<file path="src/verilog/srd_pkg.sv">
// constants of the request decoder
package srd_pkg;
    // ****
    // function and subfunction codes
    // ****
    localparam logic [7:0] FC_RD_HOLD   = 8'h03;
    localparam logic [7:0] FC_RD_INPUT  = 8'h04;
    localparam logic [7:0] FC_WR_SINGLE = 8'h06;
    localparam logic [7:0] FC_DIAG      = 8'h08;
    localparam logic [7:0] FC_WR_MULTI  = 8'h10;
    localparam logic [7:0] FC_RW_MULTI  = 8'h17;
    localparam logic [7:0] FC_ENCAP     = 8'h2b;
    localparam logic [7:0] FC_DICT_ALL  = 8'h65;
    localparam logic [7:0] FC_DICT_OBJ  = 8'h66;
    localparam logic [7:0] SUB_CLEAR    = 8'h0a;
    localparam logic [7:0] SUB_CNT_LO   = 8'h0b;
    localparam logic [7:0] SUB_CNT_HI   = 8'h12;
    localparam logic [7:0] SUB_ENCAP    = 8'h0d;
    localparam logic [7:0] SUB_START    = 8'h55;
    localparam logic [7:0] SUB_NEXT     = 8'haa;
    // ****
    // exception answers
    // ****
    localparam logic [7:0] EXC_FLAG     = 8'h80;
    localparam logic [7:0] EXC_NONE     = 8'h00;
    localparam logic [7:0] EXC_FUNC     = 8'h01;
    localparam logic [7:0] EXC_ADDR     = 8'h02;
    localparam logic [7:0] EXC_VALUE    = 8'h03;
    localparam logic [7:0] EXC_FAIL     = 8'h04;
    // ****
    // frame layout and limits
    // ****
    localparam logic [7:0]  BCAST_ADDR  = 8'h00;
    localparam logic [7:0]  REQ_LEN     = 8'h06;
    localparam int          HDR_DEPTH   = 8;
    localparam logic [7:0]  LEN_EXC     = 8'h03;
    localparam logic [7:0]  LEN_ECHO    = 8'h06;
    localparam logic [7:0]  RD_HDR_LEN  = 8'h03;
    localparam logic [15:0] RD_CNT_MIN  = 16'h0001;
    localparam logic [15:0] RD_CNT_MAX  = 16'h007d;
    localparam int          RD_DEPTH    = 125;
    // pdo window, even register = 4-byte alignment
    localparam logic [15:0] PDO_BASE    = 16'h6000;
    localparam logic [15:0] PDO_LAST    = 16'h6fff;
    localparam logic [15:0] PDO_ALIGN   = 16'h0001;
    // ****
    // diagnostic counters
    // ****
    localparam int CNT_NUM     = 8;
    localparam int CNT_W       = 16;
    localparam int CNT_BUS     = 0;
    localparam int CNT_COMM    = 1;
    localparam int CNT_EXC     = 2;
    localparam int CNT_SRV     = 3;
    localparam int CNT_NORESP  = 4;
    localparam int CNT_NAK     = 5;
    localparam int CNT_BUSY    = 6;
    localparam int CNT_OVERRUN = 7;
    localparam int TX_W        = 9;

    typedef enum logic [2:0] {
        ST_IDLE, ST_EXEC, ST_ACCESS, ST_SEND
    } srd_state_t;
endpackage : srd_pkg

</file>
<file path="src/verilog/srd_decoder.sv">
// request decoder: frame check, dispatch, diagnostics, answer builder
//
// Overview of operation
// - accept 03h 04h 06h 10h 17h, 2Bh/0Dh
// - 08h/0Ah clears all diagnostic counters
// - 08h/0Bh..0Eh: bus, comm error, exception, server counts
// - 08h/0Fh..12h: no-response, NAK, busy, overrun counts
// - 65h dictionary read: 55h starts, AAh next
// - 66h object read: 55h starts, AAh next
// - read answer: byte count 2*M, then words
// - failure answer: code|80h, exception 01..04
// - single write echoes address, code, register, value
// - pdo reads aligned to four bytes
// - single writes to 6000h..6FFFh go to the pdo image
// - multi-byte fields most significant byte first
// - broadcast: act, never answer
// - eight data bits; stop bits follow parity
`timescale 1ns/1ps
`default_nettype none
module srd_decoder
    import srd_pkg::*;
(
    input  wire logic        clk_sys_i,
    input  wire logic        rst_i,
    input  wire logic        ce_i,
    input  wire logic [7:0]  own_addr_i,
    input  wire logic [7:0]  rx_data_i,
    input  wire logic        rx_valid_i,
    input  wire logic        rx_end_i,
    input  wire logic        rx_crc_ok_i,
    input  wire logic        rx_overrun_i,
    output logic             reg_req_o,
    output logic             reg_we_o,
    output logic             reg_pdo_o,
    output logic [15:0]      reg_addr_o,
    output logic [15:0]      reg_wdata_o,
    input  wire logic        reg_ack_i,
    input  wire logic        reg_err_i,
    input  wire logic [15:0] reg_rdata_i,
    output logic             ext_stb_o,
    output logic [7:0]       ext_fc_o,
    output logic [7:0]       ext_sub_o,
    output logic             ext_bcast_o,
    output logic             tx_valid_o,
    output logic [7:0]       tx_data_o,
    output logic             tx_last_o,
    input  wire logic        tx_ready_i
);
    // ****
    // state
    // ****
    srd_state_t     state_ff,  nxt_state;
    logic [7:0]     hdr_ff [HDR_DEPTH], nxt_hdr [HDR_DEPTH];
    logic [7:0]     blen_ff,   nxt_blen;
    logic [7:0]     flen_ff,   nxt_flen;
    logic           bcast_ff,  nxt_bcast;
    logic [7:0]     resp_ff [6], nxt_resp [6];
    logic [7:0]     tlen_ff,   nxt_tlen;
    logic [7:0]     idx_ff,    nxt_idx;
    logic           rdrsp_ff,  nxt_rdrsp;
    logic [6:0]     ridx_ff,   nxt_ridx;
    logic [6:0]     rcnt_ff,   nxt_rcnt;
    logic           rerr_ff,   nxt_rerr;
    logic           stb_ff,    nxt_stb;
    logic [7:0]     efc_ff,    nxt_efc;
    logic [7:0]     esub_ff,   nxt_esub;
    logic [15:0]    rdbuf   [RD_DEPTH];
    logic [CNT_W-1:0] cnt_ff [CNT_NUM];
    logic [CNT_NUM-1:0] inc;
    logic           clr, in_pdo, buf_valid, buf_ready;
    logic [7:0]     fc, exc, buf_byte, k;
    logic [15:0]    fld_a, fld_b, word;
    logic [2:0]     sel;
    // request fields, most significant byte first
    assign fc     = hdr_ff[1];
    assign fld_a  = {hdr_ff[2], hdr_ff[3]};
    assign fld_b  = {hdr_ff[4], hdr_ff[5]};
    assign in_pdo = (fld_a >= PDO_BASE) && (fld_a <= PDO_LAST);
    // image access, held until acknowledged
    assign reg_req_o   = ce_i && (state_ff == ST_ACCESS);
    assign reg_we_o    = !rdrsp_ff;
    assign reg_pdo_o   = in_pdo;   // set for reads and writes whose first register lies in the pdo window
    assign reg_addr_o  = fld_a + {9'h000, ridx_ff};
    assign reg_wdata_o = fld_b;
    assign ext_stb_o   = stb_ff;
    assign ext_fc_o    = efc_ff;
    assign ext_sub_o   = esub_ff;
    assign ext_bcast_o = bcast_ff;

    // answer byte selection
    always_comb begin
        k        = idx_ff - RD_HDR_LEN;
        word     = rdbuf[k[7:1]];
        buf_byte = resp_ff[idx_ff[2:0]];
        if (rdrsp_ff && idx_ff >= RD_HDR_LEN) begin
            buf_byte = k[0] ? word[7:0] : word[15:8];
        end
        buf_valid = (state_ff == ST_SEND);
    end

    // ****
    // main sequencer
    // ****
    always_comb begin
        nxt_state = state_ff;
        nxt_hdr   = hdr_ff;
        nxt_blen  = blen_ff;
        nxt_flen  = flen_ff;
        nxt_bcast = bcast_ff;
        nxt_resp  = resp_ff;
        nxt_tlen  = tlen_ff;
        nxt_idx   = idx_ff;
        nxt_rdrsp = rdrsp_ff;
        nxt_ridx  = ridx_ff;
        nxt_rcnt  = rcnt_ff;
        nxt_rerr  = rerr_ff;
        nxt_stb   = 1'b0;
        nxt_efc   = efc_ff;
        nxt_esub  = esub_ff;
        inc       = '0;
        clr       = 1'b0;
        exc       = EXC_NONE;
        sel       = 3'h0;
        inc[CNT_OVERRUN] = rx_overrun_i;
        // frames ending while busy are counted and lost
        if (rx_end_i && state_ff != ST_IDLE) begin
            inc[CNT_BUS]  = 1'b1;
            inc[CNT_BUSY] = 1'b1;
        end
        unique case (state_ff)
            ST_IDLE: begin
                if (rx_valid_i && blen_ff != 8'hff) begin
                    if (blen_ff < HDR_DEPTH) begin
                        nxt_hdr[blen_ff[2:0]] = rx_data_i;
                    end
                    nxt_blen = blen_ff + 8'h01;
                end
                if (rx_end_i) begin
                    inc[CNT_BUS] = 1'b1;
                    nxt_blen     = 8'h00;
                    nxt_flen     = blen_ff;
                    if (!rx_crc_ok_i) begin
                        inc[CNT_COMM] = 1'b1;
                    end else if (hdr_ff[0] == own_addr_i ||
                                 hdr_ff[0] == BCAST_ADDR) begin
                        inc[CNT_SRV] = 1'b1;
                        nxt_bcast    = (hdr_ff[0] == BCAST_ADDR);
                        nxt_state    = ST_EXEC;
                    end
                end
            end
            ST_EXEC: begin
                nxt_resp[0] = own_addr_i;
                nxt_resp[1] = fc;
                for (int i = 2; i < 6; i++) begin
                    nxt_resp[i] = hdr_ff[i];
                end
                nxt_idx   = 8'h00;
                nxt_ridx  = 7'h00;
                nxt_rerr  = 1'b0;
                nxt_rdrsp = 1'b0;
                nxt_tlen  = LEN_ECHO;
                nxt_state = ST_SEND;
                unique case (fc)
                    FC_RD_HOLD, FC_RD_INPUT: begin
                        if (flen_ff != REQ_LEN || fld_b < RD_CNT_MIN ||
                            fld_b > RD_CNT_MAX) begin
                            exc = EXC_VALUE;
                        end else if (in_pdo &&
                                     (fld_a & PDO_ALIGN) != 16'h0000) begin
                            exc = EXC_ADDR;
                        end else begin
                            nxt_rdrsp   = 1'b1;
                            nxt_rcnt    = fld_b[6:0];
                            nxt_resp[2] = {fld_b[6:0], 1'b0};
                            nxt_tlen    = RD_HDR_LEN + {fld_b[6:0], 1'b0};
                            nxt_state   = ST_ACCESS;
                        end
                    end
                    FC_WR_SINGLE: begin
                        if (flen_ff != REQ_LEN) begin
                            exc = EXC_VALUE;
                        end else begin
                            nxt_state = ST_ACCESS;
                        end
                    end
                    FC_DIAG: begin
                        sel = 3'(hdr_ff[3] - SUB_CNT_LO);
                        if (flen_ff != REQ_LEN || hdr_ff[2] != 8'h00) begin
                            exc = EXC_VALUE;
                        end else if (hdr_ff[3] == SUB_CLEAR) begin
                            clr         = 1'b1;
                            nxt_resp[4] = 8'h00;
                            nxt_resp[5] = 8'h00;
                        end else if (hdr_ff[3] >= SUB_CNT_LO &&
                                     hdr_ff[3] <= SUB_CNT_HI) begin
                            nxt_resp[4] = cnt_ff[sel][15:8];
                            nxt_resp[5] = cnt_ff[sel][7:0];
                        end else begin
                            exc = EXC_FUNC;
                        end
                    end
                    FC_WR_MULTI, FC_RW_MULTI, FC_ENCAP,
                    FC_DICT_ALL, FC_DICT_OBJ: begin
                        if ((fc == FC_ENCAP && hdr_ff[2] != SUB_ENCAP) ||
                            ((fc == FC_DICT_ALL || fc == FC_DICT_OBJ) &&
                             hdr_ff[2] != SUB_START &&
                             hdr_ff[2] != SUB_NEXT)) begin
                            exc = EXC_FUNC;
                        end else begin
                            nxt_stb   = 1'b1;
                            nxt_efc   = fc;
                            nxt_esub  = hdr_ff[2];
                            nxt_state = ST_IDLE;
                        end
                    end
                    default: exc = EXC_FUNC;
                endcase
                if (exc != EXC_NONE) begin
                    nxt_rdrsp    = 1'b0;
                    nxt_resp[1]  = fc | EXC_FLAG;
                    nxt_resp[2]  = exc;
                    nxt_tlen     = LEN_EXC;
                    nxt_state    = ST_SEND;
                    inc[CNT_EXC] = 1'b1;
                end
                if (bcast_ff && nxt_state == ST_SEND) begin
                    inc[CNT_NORESP] = 1'b1;
                    nxt_state       = ST_IDLE;
                end
            end
            ST_ACCESS: begin
                if (reg_ack_i) begin
                    nxt_rerr = rerr_ff | reg_err_i;
                    nxt_ridx = ridx_ff + 7'h01;
                    if (!rdrsp_ff || nxt_ridx == rcnt_ff) begin
                        nxt_state = ST_SEND;
                        if (rerr_ff || reg_err_i) begin
                            nxt_rdrsp    = 1'b0;
                            nxt_resp[1]  = fc | EXC_FLAG;
                            nxt_resp[2]  = EXC_FAIL;
                            nxt_tlen     = LEN_EXC;
                            inc[CNT_EXC] = 1'b1;
                        end
                        if (bcast_ff) begin
                            inc[CNT_NORESP] = 1'b1;
                            nxt_state       = ST_IDLE;
                        end
                    end
                end
            end
            ST_SEND: begin
                if (buf_ready) begin
                    nxt_idx = idx_ff + 8'h01;
                    if (idx_ff == tlen_ff - 8'h01) begin
                        nxt_state = ST_IDLE;
                    end
                end
            end
        endcase
    end
    always_ff @(posedge clk_sys_i) begin
        if (rst_i) begin
            state_ff <= ST_IDLE;
            blen_ff  <= 8'h00;
            flen_ff  <= 8'h00;
            bcast_ff <= 1'b0;
            tlen_ff  <= 8'h00;
            idx_ff   <= 8'h00;
            rdrsp_ff <= 1'b0;
            ridx_ff  <= 7'h00;
            rcnt_ff  <= 7'h00;
            rerr_ff  <= 1'b0;
            stb_ff   <= 1'b0;
            efc_ff   <= 8'h00;
            esub_ff  <= 8'h00;
            hdr_ff   <= '{default: 8'h00};
            resp_ff  <= '{default: 8'h00};
        end else if (ce_i) begin
            state_ff <= nxt_state;
            blen_ff  <= nxt_blen;
            flen_ff  <= nxt_flen;
            bcast_ff <= nxt_bcast;
            tlen_ff  <= nxt_tlen;
            idx_ff   <= nxt_idx;
            rdrsp_ff <= nxt_rdrsp;
            ridx_ff  <= nxt_ridx;
            rcnt_ff  <= nxt_rcnt;
            rerr_ff  <= nxt_rerr;
            stb_ff   <= nxt_stb;
            efc_ff   <= nxt_efc;
            esub_ff  <= nxt_esub;
            hdr_ff   <= nxt_hdr;
            resp_ff  <= nxt_resp;
        end
    end
    // read words collected before the answer starts
    always_ff @(posedge clk_sys_i) begin
        if (ce_i && state_ff == ST_ACCESS && reg_ack_i && rdrsp_ff) begin
            rdbuf[ridx_ff] <= reg_rdata_i;
        end
    end
    // ****
    // diagnostic counters, an event beats a clear
    // ****
    for (genvar g = 0; g < CNT_NUM; g++) begin : g_cnt
        logic [CNT_W-1:0] nxt_cnt;
        always_comb begin
            nxt_cnt = (clr ? '0 : cnt_ff[g]) + CNT_W'(inc[g]);
        end
        always_ff @(posedge clk_sys_i) begin
            if (rst_i) begin
                cnt_ff[g] <= '0;
            end else if (ce_i) begin
                cnt_ff[g] <= nxt_cnt;
            end
        end
    end

    // ****
    // transmit buffer
    // ****
    srd_buf2 u_buf (
        .clk_sys_i   (clk_sys_i),
        .rst_i       (rst_i),
        .ce_i        (ce_i),
        .in_valid_i  (buf_valid),
        .in_data_i   ({idx_ff == tlen_ff - 8'h01, buf_byte}),
        .in_ready_o  (buf_ready),
        .out_valid_o (tx_valid_o),
        .out_data_o  ({tx_last_o, tx_data_o}),
        .out_ready_i (tx_ready_i)
    );
endmodule : srd_decoder
`default_nettype wire

</file>
<file path="src/verilog/srd_buf2.sv">
// two-entry transmit buffer with valid and ready on both sides
`timescale 1ns/1ps
`default_nettype none
module srd_buf2
    import srd_pkg::*;
(
    input  wire logic            clk_sys_i,
    input  wire logic            rst_i,
    input  wire logic            ce_i,
    input  wire logic            in_valid_i,
    input  wire logic [TX_W-1:0] in_data_i,
    output logic                 in_ready_o,
    output logic                 out_valid_o,
    output logic [TX_W-1:0]      out_data_o,
    input  wire logic            out_ready_i
);
    logic [TX_W-1:0] mem_ff [2];
    logic            wptr_ff;
    logic            nxt_wptr;
    logic            rptr_ff;
    logic            nxt_rptr;
    logic [1:0]      cnt_ff;
    logic [1:0]      nxt_cnt;
    logic            push;
    logic            pop;

    // flags from the fill count
    assign in_ready_o  = (cnt_ff != 2'h2);
    assign out_valid_o = (cnt_ff != 2'h0);
    assign out_data_o  = mem_ff[rptr_ff];

    // pointer and count update
    always_comb begin
        push     = ce_i && in_valid_i && in_ready_o;
        pop      = ce_i && out_valid_o && out_ready_i;
        nxt_wptr = wptr_ff ^ push;
        nxt_rptr = rptr_ff ^ pop;
        nxt_cnt  = cnt_ff + {1'b0, push} - {1'b0, pop};
    end

    always_ff @(posedge clk_sys_i) begin
        if (rst_i) begin
            wptr_ff <= 1'b0;
            rptr_ff <= 1'b0;
            cnt_ff  <= 2'h0;
        end else if (ce_i) begin
            wptr_ff <= nxt_wptr;
            rptr_ff <= nxt_rptr;
            cnt_ff  <= nxt_cnt;
        end
    end

    // storage, written only on a push
    always_ff @(posedge clk_sys_i) begin
        if (push) begin
            mem_ff[wptr_ff] <= in_data_i;
        end
    end
endmodule : srd_buf2
`default_nettype wire

</file>
<file path="config.mk">
export PLATFORM = sky130hd
export DESIGN_NAME = srd_decoder
export DESIGN_NICKNAME = d
export VERILOG_FILES = /design/src/verilog/srd_pkg.sv /design/src/verilog/srd_decoder.sv /design/src/verilog/srd_buf2.sv
export SDC_FILE = /design/constraint.sdc
export NUM_CORES = 2
export LEC_CHECK = 0
export BUFFER_PORTS_ARGS = -buffer_cell sky130_fd_sc_hd__buf_2
export CAP_MARGIN = 20
export CORE_AREA = 2 2 451 453
export DETAILED_ROUTE_END_ITERATION = 12
export DIE_AREA = 0 0 453 455
export GPL_TIMING_DRIVEN = 0
export HOLD_SLACK_MARGIN = 0.12
export PLACE_DENSITY = 0.73
export SYNTH_ARGS = -nofsm -noshare
export SYNTH_HDL_FRONTEND = slang
export SYNTH_SLANG_ARGS = --single-unit
</file>
<file path="constraint.sdc">
create_clock -name clk_sys_i -period 5.9 [get_ports clk_sys_i]
set_clock_uncertainty 0.05 [all_clocks]
set_input_delay 1.18 -clock clk_sys_i [delete_from_list [all_inputs] [get_ports clk_sys_i]]
set_output_delay 1.18 -clock clk_sys_i [all_outputs]
set_load 0.01 [all_outputs]
</file>
; ---- Word level (Yosys, flattened, before mapping)
; Memory sizes are Yosys's and may differ from the RTL's. A register that Yosys moved wholly into a read port is not among the register bits.
; Index checks and enable logic that the tools add are counted.
[totals]
regBits = 185
latchBits = 0
mem_bits_rw = 2146
romBits = 0
in_bits = 42
out_inout_bits = 63
word_cells = 281
mem_count = 3
[memory_table]
columns = name, words, width, read_ports, rd_ports_with_merged_regs, write_ports, line
row1 = rdbuf, 125, 16, 1, 0, 1, srd_decoder.sv:67  ; logic [15:0] rdbuf [RD_DEPTH];
row2 = cnt_ff, 8, 16, 8, 0, 8, srd_decoder.sv:68  ; logic [CNT_W-1:0] cnt_ff [CNT_NUM];
row3 = u_buf.mem_ff, 2, 9, 1, 1, 1, srd_buf2.sv:17  ; logic [TX_W-1:0] mem_ff [2];
[classes]
addsub = 17
multipliers = 0
n_div = 0
order_cmp = 11
eq_ne = 32
n_shift = 0
n_mux = 122
bitwise = 16
reduce_logical = 50
[ops]
columns = operator, n
row1 = 16-bit two-way mux, 24
row2 = 8-bit two-way mux, 19
row3 = 16-bit by 1-bit adder with 16-bit output, 7
row4 = 64-bit bitwise mux, 1
row5 = 1-bit two-way mux, 46
row6 = 16-bit case mux with 2 select lines, 1
row7 = 8-bit case mux with 2 select lines, 2
row8 = 8-bit case mux with 4 select lines, 1
row9 = 3-bit two-way mux, 10
row10 = 8-bit binary-select mux with 3-bit select, 1
row11 = 8-bit demux with 3-bit select, 1
row12 = 1-bit logical AND, 18
row13 = "2-bit != test, second input constant", 9
row14 = 16-bit by 7-bit adder with 16-bit output, 1
row15 = "8-bit by 1-bit adder with 8-bit output, second input constant", 2
row16 = "8-bit by 3-bit == test with 1-bit output, second input constant", 2
row17 = "8-bit by 4-bit == test with 1-bit output, second input constant", 2
row18 = "8-bit by 5-bit == test with 1-bit output, second input constant", 2
row19 = "8-bit by 7-bit == test with 1-bit output, second input constant", 2
row20 = 8-bit == test, 2
row21 = "16-bit by 15-bit greater-or-equal comparator with 1-bit output, second input constant", 1
row22 = "16-bit by 7-bit greater-than comparator with 1-bit output, second input constant", 1
row23 = "16-bit by 15-bit less-or-equal comparator with 1-bit output, second input constant", 1
row24 = "16-bit by 1-bit < comparator with 1-bit output, second input constant", 1
row25 = 47 further kinds, 91

; ---- Logic depth before layout (Yosys ltp)
[logic_depth]
ltp_word = 17
mapped_depth = 18
ltp_nobuf = 17

; ---- Hierarchy
; Synthesis repeated with hierarchy kept, for this count alone.
[hier_totals]
cells_unflattened = 5524
area_unflattened_um2 = 93477.2
[modules_own_cells]
columns = mod, n_inst, cells_per_inst, area_each_um2, seq_area_each_um2
row1 = srd_decoder, 1, 5461, 92517.5, 66704.0
row2 = srd_buf2, 1, 63, 959.7, 640.6

; ---- Least setup slack after synthesis
; No wires, ideal clock.
[synth_path]
path_type = reg-to-reg
from = register hdr_ff (netlist bit fld_a[0])
to = memory cnt_ff[7][12], data pin
arrival_ns = 3.804
t_required_ns = 5.702
slack_ns = 1.898
stages_incl_launch_ff = 17
synth_period_minus_slack_ns = 4.002
path_cell_list = dfxtp_1 -> clkbuf_1 -> clkinv_1 -> clkbuf_1 -> ha_1 -> nor4bb_1 -> nand3_1 -> or3_1 -> clkbuf_1 -> clkbuf_1 -> and2_1 -> ha_1 -> ha_1 -> nand4_1 -> or4b_2 -> or3_1 -> a21oi_1
[synth_rtl]
columns = item, line
row1 = from (decl), srd_decoder.sv:53  ; logic [7:0] hdr_ff [HDR_DEPTH], nxt_hdr [HDR_DEPTH];
row2 = from (signal assigned), srd_decoder.sv:293  ; hdr_ff <= nxt_hdr;
row3 = to (decl), srd_decoder.sv:68

; ---- Worst setup path after layout
[layout_path]
from = register idx_ff[0]
to = memory u_buf.mem_ff[0][0], data pin
[layout_via]
elab_chain_cells = 5
[layout_rtl]
columns = item, line
row1 = from (decl), srd_decoder.sv:59  ; logic [7:0] idx_ff, nxt_idx;
row2 = from (signal assigned), srd_decoder.sv:285  ; idx_ff <= nxt_idx;
row3 = "parallel branches: the longest is 4 deep, another holds memory 125 x 16 bit", n/a
row4 = 8-bit two-way mux (*), srd_decoder.sv:95  ; if (rdrsp_ff && idx_ff >= RD_HDR_LEN) begin
row5 = named net buf_byte[0], srd_decoder.sv:71  ; logic [7:0] fc, exc, buf_byte, k;
row6 = to (decl), srd_buf2.sv:17
; Mark *: on every way through the listed nets, which the timed path passes. The select of a mux whose other input is x is not followed.

==> key figures <==
Run status
  – Failing checks: negative setup slack
  – Run status: complete, but fails checks

Synth
  – Number of enable-type register cells in the synthesized netlist: 2130
  – Ys async rst share: 0%
  – Number of register bits inferred by synthesis: 2299
  – Warnings from Yosys: 0
  – Count of different cell masters after synthesis: 85
  – Mapped cell area: 93900 µm²
  – Top-area cell type share of the netlist area: 68.1%
  – Most instantiated flip-flop cell in the synthesis netlist: edfxtp_1
  – Top cells by area, synth: edfxtp_1 (68%), mux4_2 (12%), dfxtp_1 (3.6%)
  – Number of instances in the synthesized netlist: 5500
  – Net count after synthesis: 5582
  – Seq/Total Area, Yosys: 71.7%
  – Largest area contributor in the synthesized netlist: edfxtp_1
  – Synth Area per Inst: 17.1 µm²

Pwr
  – Clk network pwr share: 44.6%
  – Sw power: 7.16 mW
  – Internal power summed over all cells: 26.3 mW
  – Power after layout: 33.5 mW
  – Power share of the sequential group: 53.5%
  – Portion of total power attributed to combinational logic: 1.8%
  – Power density of the placed cells: 306 nW/µm²
  – Leakage power figure: 35.9 nW
  – Max IR drop VDD: 0.326 mV
  – Switching part of the total power: 21.4%

Placement
  – Last weighted congestion value of the routability-driven placer: 1.06
  – Hpwl dp: 260000 µm
  – Pre-CTS setup slack: -0.728 ns
  – PortBufs: 103
  – Post-placement cell area: 101000 µm²

Layout
  – Final net count: 6075
  – Commonest cells after routing, fill and taps aside: edfxtp_1 (2130), nand2_1 (514), mux4_2 (480)
  – Area Growth Syn to Fin: 16.4%
  – Post-layout util: 54.3%
  – Most common cell after layout, fill and taps aside: edfxtp_1
  – Final instance area: 109000 µm²
  – Share of final-layout standard cells stronger than drive strength 1: 23.7%

Min path
  – Beginning of the worst hold path: resp_ff[18]
  – Min-Delay Path Class: reg2reg

Critical path
  – Setup crit start: idx_ff[0]
  – Dominant cell type by count on the critical path: buf_4
  – Biggest fanout along the worst timing path: 10
  – CP max-delay cell: o31ai_1
  – Data required time of the critical path: 6.42 ns
  – Type of the setup path with the least slack: reg2reg
  – Startpoint of the worst register-to-register path: idx_ff[0]
  – Sort of element at the end of the critical path: flop
  – Max incr delay on CP: 0.84 ns
  – Series of cell instances along the critical path: ha_1 -> buf_4 -> buf_6 -> buf_6 -> buf_4 -> buf_4 -> buf_4 -> buf_4 -> nor2b_1 -> o31ai_1 -> o211ai_1 -> o211ai_1 -> o311ai_1
  – Launching element type of the critical path: flop
  – Data arrival time at the worst-slack endpoint: 6.75 ns

Timing
  – Final setup violation count: 16
  – Max-slew headroom: 11.3%
  – Final-layout worst hold slack: 0.405 ns
  – Slack of the critical path: -0.326 ns
  – Tightest Pin Transition: 1.33 ns
  – Highest Clock Rate: 0.161 GHz
  – Fin. Hold Viols: 0
  – Minimum clock period after layout: 6.23 ns
  – Portion of the clock cycle consumed by the worst path in the final layout: 106%
  – Final slew viol count: 0

Routing
  – First DRT Iteration DRCs: 11800
  – DRC: 0
  – DRT Pass-1 Iters: 6
  – Met2 routed WL: 159000 µm
  – Met1 Wirelength: 131000 µm
  – Residual antenna-violating net count after detailed routing: 0
  – Number of vias per cell: 6.86
  – Met3 Routed Length: 61800 µm
  – Average detailed-routed wire length per instance: 43.0 µm
  – Vias post-DR: 61000
  – Total Routed Length: 382000 µm
  – Top Metal Used: met5

GRT
  – Number of antenna violations at the first check in global routing: 40
  – GR Util All Layers: 36.7%
  – Number of global-route vias before repair: 56300
  – Maximum number of pins on one net before global-route repair: 101
  – Wire length of the first global-routing pass: 501000 µm
  – GRT overflow: 0

Floorplan
  – Floorplan core area: 201000 µm²
  – Die height: 455 µm
  – Top-level I/O count: 105
  – Die area: 206000 µm²
  – Initial core utilization: 46.7%
  – DIE WIDTH: 453 µm
  – Cell row count: 165

Flow run
  – Max-cap violations: 0

Clocking
  – Clock Latency Late Sink: 0.91 ns
  – Number of buffers on the longest clock path: 3
  – Root Buffer Master: clkbuf_16
  – Number of CTS-inserted buffers: 232
  – Post-cts hold buffer count: 0
  – CTS sink cnt: 2299
  – Register clock-pin slew on the reported worst setup and hold paths: 0.06 ns
  – H-tree depth reported by CTS: 4
  – Clock tree from TritonCTS: yes
## through the flow
stage	setup TNS, ns	cells
floorplan	0	5500
global placement	-948.40	8275
detailed placement	-4.67	8430
CTS	0	8857
global route	-0.0170	8860
finish	-3.01	8885
## layout make-up
cell class	count	area (µm²)
antenna	26	65.1
tap	2672	3340
fill	15500	91900
inverter	37	139
sequential	2299	67300
clock buffer	288	6140
buffer	335	1750
clock inverter	140	1510
multi-input combinational	2828	25400
timing repair buffer	260	3610
## sequential cells by signal, summed over array words and instances (netlist names), 16 cells and up, named ones only
name          flops
rdbuf          2000
reg_wdata_o      16
u_buf.mem_ff     18
resp_ff          48
cnt_ff          112
fld_a            16
## Yosys cell counts, types with 29 or more instances
library cell  instances
a21oi_1             159
nand4_1              38
clkbuf_1            136
xor2_1               93
mux2i_1             201
nand2_1             514
mux4_2              480
inv_1                35
buf_2               113
a31oi_1              54
a32oi_1              29
buf_4                59
nand3_1             170
dfxtp_1             169
edfxtp_1           2130
nor2_1              440
and3_1               39
ha_1                 39
and2_1               41
xnor2_1              55
o21ai_0              73
## routing by layer
| layer | vias up | track usage, % |
|---|---|---|
| li1 | 22800 | - |
| met2 | 5850 | 51.5 |
| met5 | - | 0.0689 |
| met4 | 34 | 22.8 |
| met1 | 31100 | 46.5 |
| met3 | 1265 | 16.3 |
## power groups by stage
stage / registers (mW) / logic, mW / clock network [mW]
floorplan: 18.2 / 0.196 / 0
global placement: 18.3 / 0.527 / 0
detailed placement: 18.3 / 0.593 / 0
CTS: 17.9 / 0.595 / 14.9
global route: 17.9 / 0.644 / 15.5
finish: 17.9 / 0.616 / 14.9
## cells by family (layout without fill, tap and decap cells)
logic type,Yosys count,count (layout),share of synthesized area (%)
AO/OA/AOI/OAI,538,538,3.85
XOR/XNOR,151,151,1.43
adder cells (fa/ha/maj),40,40,0.541
buffers and inverters,373,1060,1.95
flip-flops,2299,2299,71.7
multiplexers,707,707,14.0
other,0,26,0
AND/OR/NAND/NOR,1392,1392,6.57
## timing repair
action | CTS | global route
buffers inserted | 0 | 0
endpoints found under the setup margin | 16 | 14
pin swaps | 0 | 0
cloned | 0 | 0
resized for setup | 19 | 18
## final timing paths
path,slack [ns],to,cells past startpoint
min,0.41,resp_ff[18],2
min reg2reg,0.41,resp_ff[18],2
max reg2reg,-0.33,u_buf.mem_ff[0][0],13
max,-0.33,u_buf.mem_ff[0][0],13
## critical path: cells and delay by family, from the launching register on
kind            cells  cell delay (ns)
compound gates      4             1.91
simple gates        1             0.09
fa+ha+maj           1             0.51
flops               1             0.37
buf+inv             7             2.86
(Power assumes the default switching activity.)
